### config.mk
export PLATFORM = sky130hd
export DESIGN_NAME = mbl_hmi
export DESIGN_NICKNAME = d
export VERILOG_FILES = /design/src/rtl/mbl_pkg.sv /design/src/rtl/mbl_debounce.sv /design/src/rtl/mbl_phase.sv /design/src/rtl/mbl_hmi.sv
export SDC_FILE = /design/constraint.sdc
export NUM_CORES = 1
export LEC_CHECK = 0
export BUFFER_PORTS_ARGS = -buffer_cell sky130_fd_sc_hd__buf_2
export CAP_MARGIN = 40
export CELL_PAD_IN_SITES_DETAIL_PLACEMENT = 2
export CELL_PAD_IN_SITES_GLOBAL_PLACEMENT = 2
export CORE_UTILIZATION = 40
export CTS_BUF_LIST = sky130_fd_sc_hd__clkbuf_8
export CTS_CLUSTER_DIAMETER = 50
export DETAILED_ROUTE_END_ITERATION = 16
export PLACE_DENSITY = 0.81
export SYNTH_ARGS = -nofsm -noshare
export SYNTH_HDL_FRONTEND = slang
export SYNTH_SLANG_ARGS = --single-unit
### constraint.sdc
create_clock -name clock -period 10 [get_ports clock]
set_input_delay 3 -clock clock [delete_from_list [all_inputs] [get_ports clock]]
set_output_delay 3 -clock clock [all_outputs]
set_load 0.01 [all_outputs]
### src/rtl/mbl_pkg.sv
// shared constants for the mode button and led controller
package mbl_pkg;
	localparam int unsigned CLK_HZ = 50_000_000;
	localparam int unsigned STARTUP_MS = 1000;
	localparam int unsigned FACTORY_MS = 5500;
	localparam int unsigned TEST_TIMEOUT_S = 120;
	localparam int unsigned DEBOUNCE_MS = 20;
	localparam int unsigned STEP_MS = 1000;
	localparam int unsigned BLINK_MS = 250;
	localparam int unsigned STARTUP_CYC = CLK_HZ / 1000 * STARTUP_MS;
	localparam int unsigned FACTORY_CYC = CLK_HZ / 1000 * FACTORY_MS;
	localparam longint unsigned TEST_TIMEOUT_CYC = 64'(CLK_HZ) * TEST_TIMEOUT_S;
	localparam int unsigned DEBOUNCE_CYC = CLK_HZ / 1000 * DEBOUNCE_MS;
	localparam int unsigned STEP_CYC = CLK_HZ / 1000 * STEP_MS;
	localparam int unsigned BLINK_CYC = CLK_HZ / 1000 * BLINK_MS;
	localparam int unsigned FLASH_COUNT = 3;
	// led positions
	localparam int unsigned LED_READY = 0;
	localparam int unsigned LED_GOOD = 1;
	localparam int unsigned LED_PHASE = 2;
	localparam int unsigned LED_COMM = 3;
	localparam int unsigned LED_NOREAD = 4;
	localparam int unsigned LED_TEST = LED_GOOD;
	localparam int unsigned LED_LEARN = LED_PHASE;
	localparam int unsigned LED_SETUP = LED_COMM;
	// operating modes
	typedef enum logic [1:0] {
		MBL_MODE_ONLINE = 2'h0,
		MBL_MODE_AUTO = 2'h1,
		MBL_MODE_CONT = 2'h2
	} mbl_mode_t;
	// button selection stages
	typedef enum logic [1:0] {
		MBL_SEL_NONE = 2'h0,
		MBL_SEL_TEST = 2'h1,
		MBL_SEL_LEARN = 2'h3,
		MBL_SEL_SETUP = 2'h2
	} mbl_sel_t;
	// top state machine
	typedef enum logic [2:0] {
		MBL_ST_BOOT = 3'h0,
		MBL_ST_FACTORY = 3'h1,
		MBL_ST_FLASH = 3'h3,
		MBL_ST_RUN = 3'h2,
		MBL_ST_TEST = 3'h6
	} mbl_state_t;
endpackage

### src/rtl/mbl_debounce.sv
// button synchroniser and debouncer
module mbl_debounce #(
	parameter int unsigned CYCLES = mbl_pkg::DEBOUNCE_CYC
) (
	// clock and reset
	input wire logic clock,
	input wire logic sys_rst,
	input wire logic clk_en,
	// raw pin and clean level
	input wire logic pin_i,
	output logic level_o
);
	initial if (CYCLES < 1) $error("debounce count must be at least one");
	logic sync1_q;
	logic sync2_q;
	logic [$clog2(CYCLES+1)-1:0] cnt_q;
	wire differs = sync2_q != level_o;
	wire settled = cnt_q == ($clog2(CYCLES+1))'(CYCLES - 1);
	always_ff @(posedge clock or posedge sys_rst)
	begin
		if (sys_rst)
		begin
			sync1_q <= 1'b0;
			sync2_q <= 1'b0;
			cnt_q <= '0;
			level_o <= 1'b0;
		end
		else if (clk_en)
		begin
			sync1_q <= pin_i;
			sync2_q <= sync1_q;
			cnt_q <= (differs && !settled) ? cnt_q + 1'b1 : '0;
			if (differs && settled)
				level_o <= sync2_q;
		end
	end
endmodule // mbl_debounce

### src/rtl/mbl_phase.sv
// reading phase tracker for the automatic and on-line modes
module mbl_phase #(
	parameter int unsigned MISS_W = 8
) (
	// clock and reset
	input wire logic clock,
	input wire logic sys_rst,
	input wire logic clk_en,
	// configuration
	input wire logic auto_mode,
	input wire logic [MISS_W-1:0] miss_limit,
	// events
	input wire logic presence,
	input wire logic scan_done,
	input wire logic code_seen,
	output logic phase_o,
	output logic phase_end_o
);
	initial if (MISS_W < 1) $error("miss width must be at least one");
	logic [MISS_W-1:0] miss_q;
	logic pres_q;
	wire miss_hit = scan_done && !code_seen && (miss_q + 1'b1 >= miss_limit);
	wire auto_close = auto_mode && phase_o && miss_hit;
	wire pres_close = !auto_mode && pres_q && !presence;
	always_ff @(posedge clock or posedge sys_rst)
	begin
		if (sys_rst)
		begin
			phase_o <= 1'b0;
			miss_q <= '0;
			pres_q <= 1'b0;
			phase_end_o <= 1'b0;
		end
		else if (clk_en)
		begin
			pres_q <= presence;
			phase_end_o <= auto_close || pres_close;
			if (auto_mode)
			begin
				if (code_seen)
					phase_o <= 1'b1;
				else if (auto_close)
					phase_o <= 1'b0;
				if (code_seen || !phase_o)
					miss_q <= '0;
				else if (scan_done)
					miss_q <= miss_q + 1'b1;
			end
			else
			begin
				phase_o <= presence;
				miss_q <= '0;
			end
		end
	end
	a_phase_end_pulse: assert property (@(posedge clock) disable iff (sys_rst)
		clk_en && auto_close |=> !phase_o && phase_end_o) else $error("auto phase not closed");
endmodule // mbl_phase

### src/rtl/mbl_hmi.sv
// mode button and indicator controller
module mbl_hmi #(
	parameter int unsigned STARTUP_CYC = mbl_pkg::STARTUP_CYC,
	parameter int unsigned FACTORY_CYC = mbl_pkg::FACTORY_CYC,
	parameter longint unsigned TEST_CYC = mbl_pkg::TEST_TIMEOUT_CYC,
	parameter int unsigned STEP_CYC = mbl_pkg::STEP_CYC,
	parameter int unsigned BLINK_CYC = mbl_pkg::BLINK_CYC,
	parameter int unsigned DEBOUNCE_CYC = mbl_pkg::DEBOUNCE_CYC,
	parameter int unsigned MISS_W = 8,
	parameter int unsigned RATE_W = 7
) (
	// clock and reset
	input wire logic clock,
	input wire logic sys_rst,
	input wire logic clk_en,
	// pins
	input wire logic button_n,
	input wire logic trigger_input_a,
	input wire logic trigger_input_b,
	output logic [4:0] led_o,
	// configuration
	input wire logic [1:0] op_mode,
	input wire logic [MISS_W-1:0] miss_limit,
	input wire logic test_timeout_en,
	input wire logic net_sync_role,
	input wire logic net_master,
	// scanner state
	input wire logic motor_on,
	input wire logic laser_on,
	input wire logic ready,
	input wire logic scan_done,
	input wire logic code_seen,
	input wire logic good_read,
	input wire logic no_read,
	input wire logic comm_busy,
	input wire logic [RATE_W-1:0] read_rate,
	input wire logic fail_general,
	input wire logic fail_motor,
	input wire logic fail_laser,
	// control outputs
	output logic factory_reset_o,
	output logic reading_en_o,
	output logic learn_start_o,
	output logic setup_start_o,
	output logic test_active_o,
	output logic send_result_o,
	output logic phase_o
);
	initial if (STARTUP_CYC < 1 || FACTORY_CYC < 1 || STEP_CYC < 1 || BLINK_CYC < 1 || TEST_CYC < 1)
		$error("timing counts must be at least one");
	initial if (RATE_W < 7 || STARTUP_CYC <= DEBOUNCE_CYC + 5)
		$error("rate width or startup count too small");
	// trigger pair: polarity insensitive, so either sense counts
	logic [1:0] trg_s1_q;
	logic [1:0] trg_s2_q;
	always_ff @(posedge clock or posedge sys_rst)
	begin
		if (sys_rst)
		begin
			trg_s1_q <= 2'h0;
			trg_s2_q <= 2'h0;
		end
		else if (clk_en)
		begin
			trg_s1_q <= {trigger_input_a, trigger_input_b};
			trg_s2_q <= trg_s1_q;
		end
	end
	logic btn;
	mbl_debounce #(.CYCLES(DEBOUNCE_CYC)) u_db (
		.clock(clock),
		.sys_rst(sys_rst),
		.clk_en(clk_en),
		.pin_i(~button_n),
		.level_o(btn)
	);
	wire auto_mode = op_mode == mbl_pkg::MBL_MODE_AUTO;
	wire online_mode = op_mode == mbl_pkg::MBL_MODE_ONLINE;
	logic phase_int;
	logic phase_end;
	mbl_phase #(.MISS_W(MISS_W)) u_phase (
		.clock(clock),
		.sys_rst(sys_rst),
		.clk_en(clk_en),
		.auto_mode(auto_mode),
		.miss_limit(miss_limit),
		.presence(^trg_s2_q),
		.scan_done(scan_done),
		.code_seen(code_seen),
		.phase_o(phase_int),
		.phase_end_o(phase_end)
	);

	mbl_pkg::mbl_state_t st_q;
	mbl_pkg::mbl_state_t st_d;
	logic [63:0] tmr_q;
	logic [31:0] step_q;
	logic [31:0] blink_q;
	logic blink_q_ph;
	logic [1:0] flash_q;
	mbl_pkg::mbl_sel_t sel_q;
	logic btn_q;
	logic strap_q;
	logic strap_done_q;
	logic phase_read_q;

	wire btn_rise = btn && !btn_q;
	wire btn_fall = !btn && btn_q;
	wire buttons_ok = motor_on && laser_on;
	wire any_fail = fail_general || fail_motor || fail_laser;
	wire blink_tick = blink_q == 32'(BLINK_CYC - 1);
	wire step_tick = step_q == 32'(STEP_CYC - 1);
	wire boot_done = tmr_q == 64'(STARTUP_CYC - 1);
	wire fact_done = tmr_q == 64'(FACTORY_CYC - 1);
	wire test_done = test_timeout_en && tmr_q == TEST_CYC - 64'h1;
	wire flash_done = blink_tick && blink_q_ph && flash_q == 2'(mbl_pkg::FLASH_COUNT - 1);
	wire pick_test = btn_fall && sel_q == mbl_pkg::MBL_SEL_TEST && buttons_ok;
	wire test_exit = btn_rise || test_done;

	// next top state
	always_comb
	begin
		st_d = st_q;
		case (st_q)
			mbl_pkg::MBL_ST_BOOT:
				if (boot_done)
					st_d = strap_q ? mbl_pkg::MBL_ST_FACTORY : mbl_pkg::MBL_ST_RUN;
			mbl_pkg::MBL_ST_FACTORY:
				if (fact_done)
					st_d = mbl_pkg::MBL_ST_FLASH;
			mbl_pkg::MBL_ST_FLASH:
				if (flash_done)
					st_d = mbl_pkg::MBL_ST_RUN;
			mbl_pkg::MBL_ST_RUN:
				if (pick_test)
					st_d = mbl_pkg::MBL_ST_TEST;
			mbl_pkg::MBL_ST_TEST:
				if (test_exit)
					st_d = mbl_pkg::MBL_ST_RUN;
			default:
				st_d = mbl_pkg::MBL_ST_BOOT;
		endcase
	end

	wire st_change = st_d != st_q;
	wire in_run = st_q == mbl_pkg::MBL_ST_RUN;

	always_ff @(posedge clock or posedge sys_rst)
	begin
		if (sys_rst)
		begin
			st_q <= mbl_pkg::MBL_ST_BOOT;
			tmr_q <= '0;
			blink_q <= '0;
			blink_q_ph <= 1'b0;
			flash_q <= '0;
			btn_q <= 1'b0;
			strap_q <= 1'b0;
			strap_done_q <= 1'b0;
		end
		else if (clk_en)
		begin
			st_q <= st_d;
			btn_q <= btn;
			tmr_q <= st_change ? '0 : tmr_q + 64'h1;
			blink_q <= (blink_tick || st_change) ? '0 : blink_q + 32'h1;
			if (blink_tick || st_change)
				blink_q_ph <= !st_change && !blink_q_ph;
			if (st_change || (st_q == mbl_pkg::MBL_ST_FLASH && blink_tick && blink_q_ph))
				flash_q <= st_change ? '0 : flash_q + 2'h1;
			// strap caught once the debounced level has settled in boot
			if (st_q == mbl_pkg::MBL_ST_BOOT && !strap_done_q && tmr_q == 64'(DEBOUNCE_CYC + 4))
			begin
				strap_q <= btn;
				strap_done_q <= 1'b1;
			end
		end
	end

	// button selection walk: feedback, then test, learn, setup
	always_ff @(posedge clock or posedge sys_rst)
	begin
		if (sys_rst)
		begin
			sel_q <= mbl_pkg::MBL_SEL_NONE;
			step_q <= '0;
		end
		else if (clk_en)
		begin
			if (!btn || !in_run || !buttons_ok)
			begin
				sel_q <= mbl_pkg::MBL_SEL_NONE;
				step_q <= '0;
			end
			else
			begin
				step_q <= step_tick ? '0 : step_q + 32'h1;
				if (step_tick)
					case (sel_q)
						mbl_pkg::MBL_SEL_NONE: sel_q <= mbl_pkg::MBL_SEL_TEST;
						mbl_pkg::MBL_SEL_TEST: sel_q <= mbl_pkg::MBL_SEL_LEARN;
						mbl_pkg::MBL_SEL_LEARN: sel_q <= mbl_pkg::MBL_SEL_SETUP;
						default: sel_q <= mbl_pkg::MBL_SEL_SETUP;
					endcase
			end
		end
	end

	// result message: one per phase, in automatic mode only for a phase with a good read, from the master alone when synchronized
	always_ff @(posedge clock or posedge sys_rst)
	begin
		if (sys_rst)
		begin
			phase_read_q <= 1'b0;
			send_result_o <= 1'b0;
		end
		else if (clk_en)
		begin
			if (phase_end)
				phase_read_q <= 1'b0;
			else if (good_read && phase_int)
				phase_read_q <= 1'b1;
			send_result_o <= phase_end && in_run
				&& (!auto_mode || phase_read_q || good_read)
				&& (!net_sync_role || net_master);
		end
	end

	// led pattern selection
	wire [2:0] bars = (read_rate >= RATE_W'(80)) ? 3'h5 : (read_rate >= RATE_W'(60)) ? 3'h4 :
		(read_rate >= RATE_W'(40)) ? 3'h3 : (read_rate >= RATE_W'(20)) ? 3'h2 :
		(read_rate != '0) ? 3'h1 : 3'h0;
	logic [4:0] bar_leds;
	for (genvar i = 0; i < 5; i++)
	begin : g_bar
		assign bar_leds[i] = bars > 3'(i);
	end
	wire [4:0] all_blink = {5{blink_q_ph}};
	wire [4:0] noread_blink = 5'(blink_q_ph) << mbl_pkg::LED_NOREAD;
	wire [4:0] test_leds = (bars != 3'h0) ? bar_leds : noread_blink;
	wire [4:0] fail_leds = ((5'(blink_q_ph) << mbl_pkg::LED_READY)
		| (5'(blink_q_ph) << mbl_pkg::LED_NOREAD)
		| (5'(fail_general) << mbl_pkg::LED_GOOD)
		| (5'(fail_motor) << mbl_pkg::LED_PHASE)
		| (5'(fail_laser) << mbl_pkg::LED_COMM));
	wire [4:0] sel_leds = (sel_q == mbl_pkg::MBL_SEL_NONE) ? (5'h1 << mbl_pkg::LED_NOREAD) :
		(sel_q == mbl_pkg::MBL_SEL_TEST) ? (5'h1 << mbl_pkg::LED_TEST) :
		(sel_q == mbl_pkg::MBL_SEL_LEARN) ? (5'h1 << mbl_pkg::LED_LEARN) :
		(5'h1 << mbl_pkg::LED_SETUP);
	wire phase_led = online_mode ? phase_int : 1'b1;
	wire [4:0] op_leds = (5'(ready) << mbl_pkg::LED_READY)
		| (5'(good_read) << mbl_pkg::LED_GOOD)
		| (5'(phase_led) << mbl_pkg::LED_PHASE)
		| (5'(comm_busy) << mbl_pkg::LED_COMM)
		| (5'(no_read) << mbl_pkg::LED_NOREAD);
	wire [4:0] led_d = (st_q == mbl_pkg::MBL_ST_BOOT) ? all_blink :
		(st_q == mbl_pkg::MBL_ST_FACTORY) ? 5'h00 :
		(st_q == mbl_pkg::MBL_ST_FLASH) ? all_blink :
		(st_q == mbl_pkg::MBL_ST_TEST) ? test_leds :
		any_fail ? fail_leds :
		btn && buttons_ok ? sel_leds : op_leds;

	always_ff @(posedge clock or posedge sys_rst)
	begin
		if (sys_rst)
		begin
			led_o <= 5'h00;
			factory_reset_o <= 1'b0;
			reading_en_o <= 1'b0;
			learn_start_o <= 1'b0;
			setup_start_o <= 1'b0;
			test_active_o <= 1'b0;
			phase_o <= 1'b0;
		end
		else if (clk_en)
		begin
			led_o <= led_d;
			factory_reset_o <= st_q == mbl_pkg::MBL_ST_FACTORY;
			reading_en_o <= in_run || st_q == mbl_pkg::MBL_ST_TEST;
			learn_start_o <= btn_fall && in_run && buttons_ok && sel_q == mbl_pkg::MBL_SEL_LEARN;
			setup_start_o <= btn_fall && in_run && buttons_ok && sel_q == mbl_pkg::MBL_SEL_SETUP;
			test_active_o <= st_d == mbl_pkg::MBL_ST_TEST;
			phase_o <= phase_int && in_run;
		end
	end

	a_test_exit_press: assert property (@(posedge clock) disable iff (sys_rst)
		clk_en && st_q == mbl_pkg::MBL_ST_TEST && btn_rise |=> st_q == mbl_pkg::MBL_ST_RUN)
		else $error("press did not leave test");
	a_test_timeout: assert property (@(posedge clock) disable iff (sys_rst)
		clk_en && st_q == mbl_pkg::MBL_ST_TEST && test_done |=> !test_active_o)
		else $error("test timeout missed");
	a_test_entry: assert property (@(posedge clock) disable iff (sys_rst)
		clk_en && pick_test && in_run |=> st_q == mbl_pkg::MBL_ST_TEST)
		else $error("test not entered");
	a_factory_block: assert property (@(posedge clock) disable iff (sys_rst)
		st_q == mbl_pkg::MBL_ST_FACTORY |=> !reading_en_o && !learn_start_o)
		else $error("reading during factory reset");
	a_no_button_off: assert property (@(posedge clock) disable iff (sys_rst)
		!motor_on |=> !learn_start_o && !setup_start_o)
		else $error("button function while motor off");
	a_boot_leds_agree: assert property (@(posedge clock) disable iff (sys_rst)
		clk_en && st_q == mbl_pkg::MBL_ST_BOOT |=> led_o == 5'h00 || led_o == 5'h1f)
		else $error("startup leds not together");
	a_noread_test: assert property (@(posedge clock) disable iff (sys_rst)
		clk_en && st_q == mbl_pkg::MBL_ST_TEST && bars == 3'h0 |=> led_o[3:0] == 4'h0)
		else $error("test leds lit with no reads");
	a_online_phase_led: assert property (@(posedge clock) disable iff (sys_rst)
		clk_en && in_run && online_mode && !any_fail && !btn |=> led_o[mbl_pkg::LED_PHASE] == $past(phase_int))
		else $error("phase led wrong");
	a_sync_slave_quiet: assert property (@(posedge clock) disable iff (sys_rst)
		net_sync_role && !net_master |=> !send_result_o)
		else $error("slave sent result");
	c_test_entered: cover property (@(posedge clock) disable iff (sys_rst) pick_test);
	c_factory: cover property (@(posedge clock) disable iff (sys_rst) st_q == mbl_pkg::MBL_ST_FLASH);
	c_result: cover property (@(posedge clock) disable iff (sys_rst) send_result_o);
endmodule // mbl_hmi

======== Word level (Yosys, flattened, before mapping) ========
Cells that the tools add are included.
word-level totals
  word-level logic and storage cells ...... 188
  bits in latches ......................... 0
  bits in registers ....................... 190
  bits in writable memories ............... 0
  ROM bits ................................ 0
  memories kept ........................... 0
  output and inout port bits .............. 12
  input port bits ......................... 37
operators by class
  equal/unequal tests ..................... 21
  reductions and logical operators ........ 73
  add/sub/neg operators ................... 6
  muxes and demuxes ....................... 40
  divide/modulo/power cells ............... 0
  magnitude comparators ................... 10
  multiply operators ...................... 0
  bitwise logic cells ..................... 9
  shift operators ......................... 0
operators with widths
  cell                                                                                  count
  32-bit 2-to-1 mux                                                                     3
  32-bit by 1-bit adder with 32-bit output (second input constant)                      2
  64-bit by 1-bit adder with 64-bit output (second input constant)                      1
  64-bit by 20-bit equality test with 1-bit output (second input constant)              1
  64-bit by 26-bit equality test with 1-bit output (second input constant)              1
  64-bit by 29-bit equality test with 1-bit output (second input constant)              1
  64-bit by 33-bit equality test with 1-bit output (second input constant)              1
  64-bit 2-to-1 mux                                                                     1
  5-bit 2-to-1 mux                                                                      8
  32-bit by 24-bit equality test with 1-bit output (second input constant)              1
  32-bit by 26-bit equality test with 1-bit output (second input constant)              1
  1-bit logical AND                                                                     31
  8-bit 2-to-1 mux                                                                      3
  3-bit 2-to-1 mux                                                                      7
  20-bit by 1-bit adder with 20-bit output (second input constant)                      1
  20-bit equality test (second input constant)                                          1
  20-bit 2-to-1 mux                                                                     1
  2-bit AND reduction                                                                   8
  3-bit one-hot mux with 5 select lines                                                 1
  7-bit by 6-bit greater-or-equal comparator with 1-bit output (second input constant)  2
  1-bit zero test                                                                       13
  1-bit logical OR                                                                      13
  2-bit 2-to-1 mux                                                                      6
  8-bit by 1-bit adder with 8-bit output (second input constant)                        1
  33 further kinds                                                                      50

======== Longest topological paths before layout ========
Gate-level depths: netlist of the first run.
  word-level depth ........................ 12
  mapped depth ............................ 11
  mapped depth without buffers ............ 10

======== By module ========
Synthesis of the first run repeated with hierarchy kept, for this count alone.
unflattened totals
  cell total of the unflattened synthesis .. 1191
  area, all modules ....................... 10745.3 um^2
modules (own cells, without submodules)
  module        times used  sequential area each (um^2)  cells each  area an instance (um^2)
  mbl_hmi       1           3903.7                       983         8683.3
  mbl_debounce  1           575.6                        125         1267.5
  mbl_phase     1           275.3                        83          794.5

======== Worst setup path after synthesis of the first run ========
No wires, ideal clock.
  path type ............................... input to register
  from .................................... input clk_en
  to ...................................... register blink_q[31]
  path buffers ............................ 2
  setup time .............................. 0.121 ns
  data arrival time ....................... 4.668 ns
  data required time ...................... 9.879 ns
  setup slack ............................. 5.210 ns
  stages on the path ...................... 9
  cells stage by stage .................... clkbuf_1 nand3_1 nor4_1 and2_1 and3_1 clkbuf_1 nand4_1 xor2_1 nor2_1
RTL lines
  item                  line            source
  start, declared       mbl_hmi.sv:15   input wire logic clk_en,
  end signal, assigned  mbl_hmi.sv:166  blink_q <= (blink_tick || st_change) ? '0 : blink_q + 32'h1;
  end, declared         mbl_hmi.sv:98   logic [31:0] blink_q;

==> impl_metrics.csv, run 1 <==
group,metric,value,unit
status,status,"finished, final reports clean",
cts,clk_pin_slew,0.11,ns
cts,cts_hold_buf,0,
placement,dpl.hpwl,20900,µm
pwr,p_total,1500,µW
placement,io_buffers,48,
grt,grt_pass1_wl,50500,µm
cts,numCtsBuffers,17,
floorplanning,die_w,162,µm
route,drt-vias-per-instance,5.73,
route,ant_nets,0,
run,cap_violations,0,
finish,final_common_cell,"dfrtp_1",
route,first_iter_violations,456,
finish,syn_to_final_growth,10.0,%
synth,yosys_most_used_dff,"dfrtp_1",
worst_setup_path,arrival,5.86,ns
grt,grt_overflow_total,0,
finish,layout-drive-gt1-share,0.101,
sta,fin_crit_sh,0.548,
finish,diodes,0,
pwr,ir_drop,73.7,µV
cts,cts_root_buf,"clkbuf_8",
floorplanning,floorplan.initialDensity,0.407,
grt,antenna_found_initial,0,
synth,syn_nets,1174,
sta,maxSlewViolCount,0,
sta,hold_violations,0,
synth,ys_seq_area_frac,0.464,
cts,clock-sinks,190,
pwr,p_leak,0.00503,µW
route,drc,0,
floorplanning,io_pins,49,
worst_setup_path,cp_max_fo,57,
sta,fin_tns_setup,0,ns
worst_setup_path,required,10.38,ns
finish,finalNetCount,1212,
pwr,pwr_density_cell,133,nW/µm²
min_path,hp-class,"register to register",
worst_setup_path,crit_type,"primary input to register",
synth,synth_cell_types,65,
grt,grt_pass1_vias,9505,
worst_setup_path,cp-end-kind,"register",
finish,postLayoutCoreUtil,0.448,
cts,cts_resized,0,
route,num_vias,8619,
route,finalWirelength,29900,µm
synth,synth_warnings,0,
cts,htree_levels,4,
placement,gp_congestion,0.818,
synth,netlist_instances,1122,
synth,syn_area_per_cell,9.14,µm²
grt,gr-usage-all-layers,0.241,
floorplanning,fp-row-count,58,
cts,post-cts-setup-buffers,0,
synth,synthArstFlopShare,1.00,
sta,max-slew-margin-rel,0.459,
worst_setup_path,cp-start-kind,"primary input",
floorplanning,core_area,25200,µm²
sta,fin_hold_ws,0.498,ns
sta,period_minus_slack,5.48,ns
min_path,min_path_cells,1,
sta,worstMarginPinSlew,0.803,ns
grt,grt_start_max_net_pins,69,
cts,cts_tree,"done",
synth,synth_edf_count,0,
sta,fmaxAchievable,183,MHz
cts,clk_latency,0.50,ns
floorplanning,die_h,162,µm
cts,clock_path_buffers,2,
worst_setup_path,r2r_cells,8,
finish,layout_common_cells,"dfrtp_1, nor2_1, nand2_1",
sta,skew,0.0278,ns
sta,setup_viol,0,
synth,synth_area,10300,µm²
route,wire_per_inst,19.9,µm
floorplanning,dieArea,26300,µm²
synth,synth-seq-cells,190,
sta,rsz0062_at_grt,"no",
route,dr.pass1.iters,6,
[worst paths after layout]
| path | end | slack [ns] | startpoint |
|---|---|---|---|
| setup / recovery | blink_q[31] | 4.52 | clk_en |
| hold / removal | phase_read_q | 0.50 | u_phase.phase_end_o |
| setup reg to reg | tmr_q[3] | 6.63 | st_q[2] |
| hold reg to reg | phase_read_q | 0.50 | u_phase.phase_end_o |
| max in group asynchronous | u_db.cnt_q[1] | 6.02 | sys_rst |
| min in group asynchronous | u_db.cnt_q[13] | 2.50 | sys_rst |
[per-stage QoR]
| step | cell area [µm²] | instances | setup WS, ns |
|---|---|---|---|
| floorplan | 10300 | 1122 | 1.83 |
| global placement | 10800 | 1466 | 4.16 |
| detailed placement | 10900 | 1471 | 4.05 |
| CTS | 11300 | 1503 | 4.53 |
| global route | 11300 | 1503 | 4.29 |
| finish | 11300 | 1503 | 4.52 |
[sequential cells by signal, indices dropped and copies added (netlist names), 3 cells and up]
register	cells
led_o	5
st_q	3
blink_q	32
tmr_q	64
u_phase.miss_q	8
step_q	32
u_db.cnt_q	20
[cell type report]
cell class	count	area (µm²)
well taps	330	413
flip-flops and latches	190	4750
clock buffers	19	262
multi-input cells	864	5240
repair buffers	59	378
fillers	2766	13900
inverters	28	113
clock inverters	13	123
[cells by family (layout without fill, tap and decap cells)]
| family | count (synthesis) | after routing | share of synthesized area |
|---|---|---|---|
| adders and majority gates | 15 | 15 | 0.0183 |
| xor gates and xnor gates | 117 | 117 | 0.0999 |
| buffers and inverters | 68 | 119 | 0.0261 |
| DFF | 190 | 190 | 0.464 |
| muxes | 13 | 13 | 0.0139 |
| and+or+nand+nor | 574 | 574 | 0.287 |
| AOI/OAI and AO/OA | 145 | 145 | 0.0909 |
[synth_stat cells (6+ instances only)]
| cell type | instances | area share |
|---|---|---|
| nand4_1 | 52 | 0.032 |
| nor3_1 | 28 | 0.014 |
| nor4_1 | 28 | 0.017 |
| nand2b_1 | 10 | 0.0061 |
| nand3_1 | 65 | 0.032 |
| dfrtp_1 | 190 | 0.46 |
| inv_1 | 27 | 0.0099 |
| clkbuf_1 | 26 | 0.0095 |
| mux2_2 | 10 | 0.011 |
| and3_1 | 42 | 0.026 |
| a21oi_1 | 32 | 0.016 |
| buf_2 | 10 | 0.0049 |
| and4_1 | 14 | 0.012 |
| or3_1 | 11 | 0.0067 |
| o21ai_0 | 47 | 0.023 |
| nor4b_1 | 6 | 0.0051 |
| and2_1 | 8 | 0.0049 |
| o2bb2ai_1 | 9 | 0.0077 |
| xor2_1 | 71 | 0.061 |
| a21o_1 | 8 | 0.0059 |
| o31ai_1 | 13 | 0.0095 |
| nand2_1 | 106 | 0.039 |
| nor2_1 | 167 | 0.061 |
| ha_1 | 15 | 0.018 |
| xnor2_1 | 46 | 0.039 |
[worst max-delay path, stage by stage]
cell	delay (ns)
buf_2	0.35
buf_4	0.58
nand3_1	0.22
nor4_1	0.70
and2_1	0.31
and3_1	0.31
nand4_1	0.15
xor2_1	0.15
nor2_1	0.05
[metal layers]
layer,share of wire,GRT usage,vias to the layer above
met5,0,0,-
met4,0.0090,0.0549,0
met3,0.022,0.0324,18
met1,0.47,0.319,4460
met2,0.50,0.418,89
li1,-,-,4052
[where the power goes]
| group | leakage [µW] | internal [µW] | switching (µW) | total (µW) |
|---|---|---|---|---|
| logic | 0.00226 | 59.4 | 83.7 | 143 |
| registers | 0.00257 | 800 | 36.9 | 837 |
| clock network | 0.000203 | 197 | 324 | 521 |
Note: power is estimated with default switching activity, not from simulation.
==> run 2: changes to the inputs <==
Settings changed: ABC_AREA set to 1, CORE_UTILIZATION 40 to 34, PLACE_DENSITY 0.81 to 0.79.
Clock period 10 ns to 4.67 ns, I/O delays scaled along.
==> run 2 against run 1 <==
Against the previous run:
- global-route usage is 1.4 points lower
- total power increased by 120%
- critical path depth rose by 2
- synthesized cell count up 40%
- sequential share of layout area is 4.4 points lower
==> impl_metrics.csv, run 2 <==
group,metric,value,unit
placement,io_buffers,48,
synth,synth_top_area_share,0.415,
cts,numCtsBuffers,17,
worst_setup_path,ff2ff_setup_slack,1.80,ns
floorplanning,io_pins,49,
cts,clock_path_buffers,2,
cts,cts_root_buf,"clkbuf_8",
pwr,p_total,3340,µW
cts,clk_pin_slew,0.12,ns
cts,cts_hold_buf,0,
synth,synth_area,11400,µm²
finish,fin_area,12600,µm²
worst_setup_path,r2r_end,"u_phase.phase_o",
worst_setup_path,crit_start,"clk_en",
grt,grt_overflow_total,0,
grt,gr-usage-all-layers,0.227,
placement,dpl.cell_count,2033,
placement,placed_cell_area,12200,µm²
floorplanning,die_w,185,µm
worst_setup_path,slowest_stage,"inv_2",
route,ant_nets,0,
worst_setup_path,arrival,3.58,ns
synth,synth_warnings,0,
finish,largest_reg_flops,64,
finish,layout_common_cells,"nand2_1, nor2_1, inv_1",
pwr,p_leak,0.00548,µW
route,num_vias,10700,
pwr,ir_drop,192,µV
worst_setup_path,cp-start-kind,"primary input",
synth,synth-seq-cells,190,
sta,fmaxAchievable,321,MHz
floorplanning,fp-row-count,66,
synth,yosysMostFrequentCell,"nand2_1",
finish,regMostFlops,"tmr_q",
route,drc,0,
placement,dpl.hpwl,27700,µm
worst_setup_path,cp_cell_sequence,"buf_4 -> inv_2 -> nor2_1 -> nand2_1 -> nor3_1 -> nand4_1 -> nor3_2 -> nand3_1 -> nand2_1 -> nand2_1 -> nor2_1",
synth,yosysTopAreaCell,"dfrtp_1",
grt,grt_start_max_net_pins,61,
worst_setup_path,r2r_cells,14,
worst_setup_path,cp_max_fo,32,
synth,synthArstFlopShare,1.00,
route,wire_per_inst,17.7,µm
finish,final_common_cell,"nand2_1",
synth,synth_edf_count,0,
cts,clock-sinks,190,
sta,fin_tns_setup,0,ns
route,dr.pass1.iters,4,
finish,diodes,0,
route,finalWirelength,36600,µm
floorplanning,dieArea,34400,µm²
cts,clk_latency,0.53,ns
sta,hold_violations,0,
cts,cts_tree,"done",
grt,grt_pass1_vias,11900,
synth,yosys_most_used_dff,"dfrtp_1",
finish,finalNetCount,1663,
placement,gp_congestion,0.857,
worst_setup_path,critPathMaxStageDelay,0.35,ns
synth,synth_top_cells_by_count,"nand2_1, nor2_1, inv_1",
grt,grt_pass1_wl,61700,µm
synth,netlist_instances,1566,
worst_setup_path,cp-end-kind,"register",
worst_setup_path,required,5.14,ns
min_path,hp-class,"register to register",
run,cap_violations,0,
worst_setup_path,setup.worst_path.end,"tmr_q[59]",
sta,setup_viol,0,
cts,cts_resized,0,
route,drt-vias-per-instance,5.17,
floorplanning,floorplan.initialDensity,0.348,
sta,max-slew-margin-rel,0.483,
sta,period_minus_slack,3.12,ns
status,status,"finished, final reports clean",
synth,synth_cell_types,53,
sta,worstMarginPinSlew,0.768,ns
cts,post-cts-setup-buffers,0,
sta,skew,0.0220,ns
grt,antenna_found_initial,0,
worst_setup_path,r2r-start,"u_phase.miss_q[2]",
floorplanning,die_h,185,µm
synth,syn_area_per_cell,7.31,µm²
sta,rsz0062_at_grt,"no",
finish,fin_cells,2066,
synth,syn_nets,1618,
sta,fin_crit_sh,0.667,
finish,fillerInstances,4029,
sta,maxSlewViolCount,0,
finish,layout-drive-gt1-share,0.0770,
finish,postLayoutCoreUtil,0.383,
floorplanning,core_area,32900,µm²
synth,ys_seq_area_frac,0.415,
route,first_iter_violations,398,
synth,synth_area_leaders,"dfrtp_1, nand2_1, nor2_1",
pwr,pwr_density_cell,265,nW/µm²
finish,layout_top_registers,"tmr_q (64), blink_q (32), step_q (32)",
worst_setup_path,crit_type,"primary input to register",
worst_setup_path,cp_common_cell,"nand2_1",
cts,htree_levels,4,
finish,syn_to_final_growth,10.1,%
-- run 2: per-layer routing --
layer,routed length (µm),vias up,GRT usage
met4,770,0,0.0740
met2,17800,129,0.390
met1,17100,5353,0.292
li1,-,5143,-
met3,926,57,0.0348
met5,0,-,0
-- run 2: worst min-delay path by stage --
stage                     cells after the start        endpoint           start  slack, ns
after global routing                          1  u_db.cnt_q[19]  u_db.cnt_q[19]       0.49
final                                         2    strap_done_q    strap_done_q       0.47
after floorplan                               2    strap_done_q    strap_done_q       0.42
after detailed placement                      2    strap_done_q    strap_done_q       0.45
after global placement                        2    strap_done_q    strap_done_q       0.44
after CTS                                     2    strap_done_q    strap_done_q       0.47
-- run 2: cell families after synthesis --
family,Yosys count,share of synthesized area
fa+ha+maj,15,0.0164
buf+inv,248,0.0849
simple gates,851,0.330
xor+xnor,96,0.0735
compound gates,165,0.0790
mux,1,0.000874
flops,190,0.415
-- run 2: cell type report --
class                   instances  area, µm²  area share
multi-input cells            1128       5720       0.454
flip-flops and latches        190       4750       0.377
inverters                     209        788      0.0626
well taps                     442        553      0.0439
repair buffers                 65        408      0.0324
clock buffers                  18        248      0.0197
clock inverters                14        129      0.0102
-- run 2: worst max-delay path: cells and delay by family --
| kind | cells | cell delay [ns] |
|---|---|---|
| AND/OR/NAND/NOR | 9 | 1.51 |
| buffers and inverters | 2 | 0.64 |
-- run 2: through the flow --
| stage | setup slack, ns | hold WS (ns) |
|---|---|---|
| after global routing | 1.30 | 0.495 |
| after detailed placement | 1.05 | 0.447 |
| after floorplan | 0.821 | 0.423 |
| after global placement | 1.25 | 0.439 |
| final | 1.55 | 0.468 |
| after CTS | 1.56 | 0.472 |
-- run 2: report_power, final --
part / internal (µW) / switching [µW]
clock network: 401 / 716
registers: 1710 / 71.9
logic: 134 / 305
==> run 3: changes to the inputs <==
Clock period 4.67 ns to 2.7 ns, I/O delays scaled along.
==> run 3 against run 2 <==
Against the previous run:
- utilization grew 0.90 points
- design area increased by 2.3%
- first-iteration DRC count is 14% higher
- largest power group unchanged
==> impl_metrics.csv, run 3 (synthesis gave the netlist of run 2 again) <==
group,metric,value,unit
status,status,"finished, final reports clean",
sta,max-slew-margin-rel,0.526,
placement,gp_congestion,0.876,
placement,dpl.cell_count,2057,
route,finalWirelength,37500,µm
grt,grt_overflow_total,0,
floorplanning,core_area,32900,µm²
sta,hold_violations,0,
worst_setup_path,slowest_stage,"dfrtp_1",
pwr,clkPwrFrac,0.343,
worst_setup_path,cp_max_fo,46,
finish,final_common_cell,"nand2_1",
worst_setup_path,crit_type,"register to register",
pwr,p_leak,0.00568,µW
placement,io_buffers,48,
floorplanning,die_w,185,µm
grt,grt_start_max_net_pins,60,
sta,period_minus_slack,2.51,ns
floorplanning,fp-row-count,66,
grt,grt_pass1_vias,12000,
cts,clk_latency,0.52,ns
grt,gr-usage-all-layers,0.232,
sta,fin_crit_sh,0.930,
sta,skew,0.0246,ns
floorplanning,die_h,185,µm
route,ant_nets,0,
finish,layout-drive-gt1-share,0.0928,
route,first_iter_violations,453,
worst_setup_path,required,3.08,ns
grt,antenna_found_initial,0,
finish,diodes,0,
route,wire_per_inst,18.0,µm
cts,cts_tree,"done",
worst_setup_path,r2r_cells,13,
finish,layout_top_registers,"tmr_q (64), blink_q (32), step_q (32)",
worst_setup_path,cp-start-kind,"register",
sta,rsz0062_at_grt,"yes",
finish,fin_cells,2091,
finish,finalNetCount,1688,
pwr,swShare,0.313,
worst_setup_path,arrival,2.89,ns
route,num_vias,10800,
pwr,switching_power,1860,µW
pwr,power_frac_seq,0.519,
grt,grt_pass1_wl,62500,µm
sta,setup_viol,0,
worst_setup_path,critPathMaxStageDelay,0.46,ns
cts,cts_root_buf,"clkbuf_8",
pwr,pwr-share-comb,0.139,
cts,numCtsBuffers,17,
finish,syn_to_final_growth,12.7,%
cts,clk_pin_slew,0.10,ns
cts,htree_levels,4,
cts,cts_hold_buf,0,
cts,clock-sinks,190,
worst_setup_path,cp_cell_sequence,"nor2_1 -> nand2_1 -> nor2_1 -> nand2_1 -> nor2_2 -> nand2_1 -> nor2_1 -> o21ai_1 -> nand3_1 -> nand2_1 -> inv_2 -> buf_12 -> nor2_1",
worst_setup_path,r2r-start,"tmr_q[53]",
finish,layout_common_cells,"nand2_1, nor2_1, inv_1",
pwr,p_int,4090,µW
worst_setup_path,r2r_end,"tmr_q[59]",
floorplanning,dieArea,34400,µm²
floorplanning,floorplan.initialDensity,0.348,
route,dr.pass1.iters,4,
worst_setup_path,cp-end-kind,"register",
cts,clock_path_buffers,2,
route,drc,0,
run,cap_violations,0,
floorplanning,io_pins,49,
route,drt-vias-per-instance,5.16,
sta,fin_hold_ws,0.303,ns
finish,largest_reg_flops,64,
sta,worstMarginPinSlew,0.705,ns
pwr,ir_drop,357,µV
min_path,hp-class,"primary input to asynchronous set/reset pin",
pwr,pwr_density_cell,461,nW/µm²
finish,regMostFlops,"tmr_q",
worst_setup_path,ff2ff_setup_slack,0.19,ns
placement,dpl.hpwl,28700,µm
sta,maxSlewViolCount,0,
sta,fmaxAchievable,398,MHz
run 3: worst max-delay path by stage:
| stage | slack (ns) | end | start |
|---|---|---|---|
| after floorplan | -0.56 | blink_q[0] | sys_rst |
| after global placement | 0.17 | step_q[11] | clk_en |
| after detailed placement | 0.07 | u_phase.phase_o | u_phase.miss_q[0] |
| after CTS | 0.03 | u_phase.phase_o | u_phase.miss_q[0] |
| after global routing | -0.06 | u_phase.phase_o | u_phase.miss_q[2] |
| final | 0.19 | tmr_q[59] | tmr_q[53] |
run 3: area by class of cell:
type                       instances  area [µm²]
multi-input combinational       1128        5740
sequential                       190        4750
clock inverter                    14         153
inverter                         209         788
clock buffer                      18         248
timing repair buffer              90         658
tap                              442         553
fill                            4020       20000
run 3: metrics by stage:
step                      worst slack, ns  instance area [µm²]  TNS, ns  total power, µW   util
after global routing              -0.0580                12900  -0.0580             6240  0.392
final                               0.188                12900        0             5950  0.392
after CTS                          0.0285                12900        0             6050  0.391
after floorplan                    -0.558                11500  -106.11             3620      -
after detailed placement           0.0667                12500        0             3970  0.379
after global placement              0.169                12500        0             3930  0.379
run 3: power by group through the flow:
stage	logic [µW]	clock network (µW)	registers, µW
6_report	827	2040	3090
5_1_grt	940	2190	3110
4_1_cts	844	2120	3090
3_5_place_dp	832	0	3140
3_3_place_gp	801	0	3130
2_1_floorplan	510	0	3110
run 3: repair_timing:
action	4_1_cts	5_1_grt
gates resized for setup	0	6
buffers inserted	0	2
endpoints found under the setup margin	0	60
endpoints found under the hold margin	0	0
run 3: worst max-delay path, delay by kind of cell, from the launching register on:
kind,cells,cell delay [ns]
AO/OA/AOI/OAI,1,0.14
buffers and inverters,2,0.32
flip-flops,1,0.46
AND/OR/NAND/NOR,10,1.44
run 3: per-layer routing:
layer / GRT usage / share of wire / vias to the layer above
met3: 0.0340 / 0.027 / 39
met1: 0.300 / 0.47 / 5444
li1: - / - / 5190
met5: 0 / 0 / -
met4: 0.0618 / 0.014 / 0
met2: 0.400 / 0.49 / 127
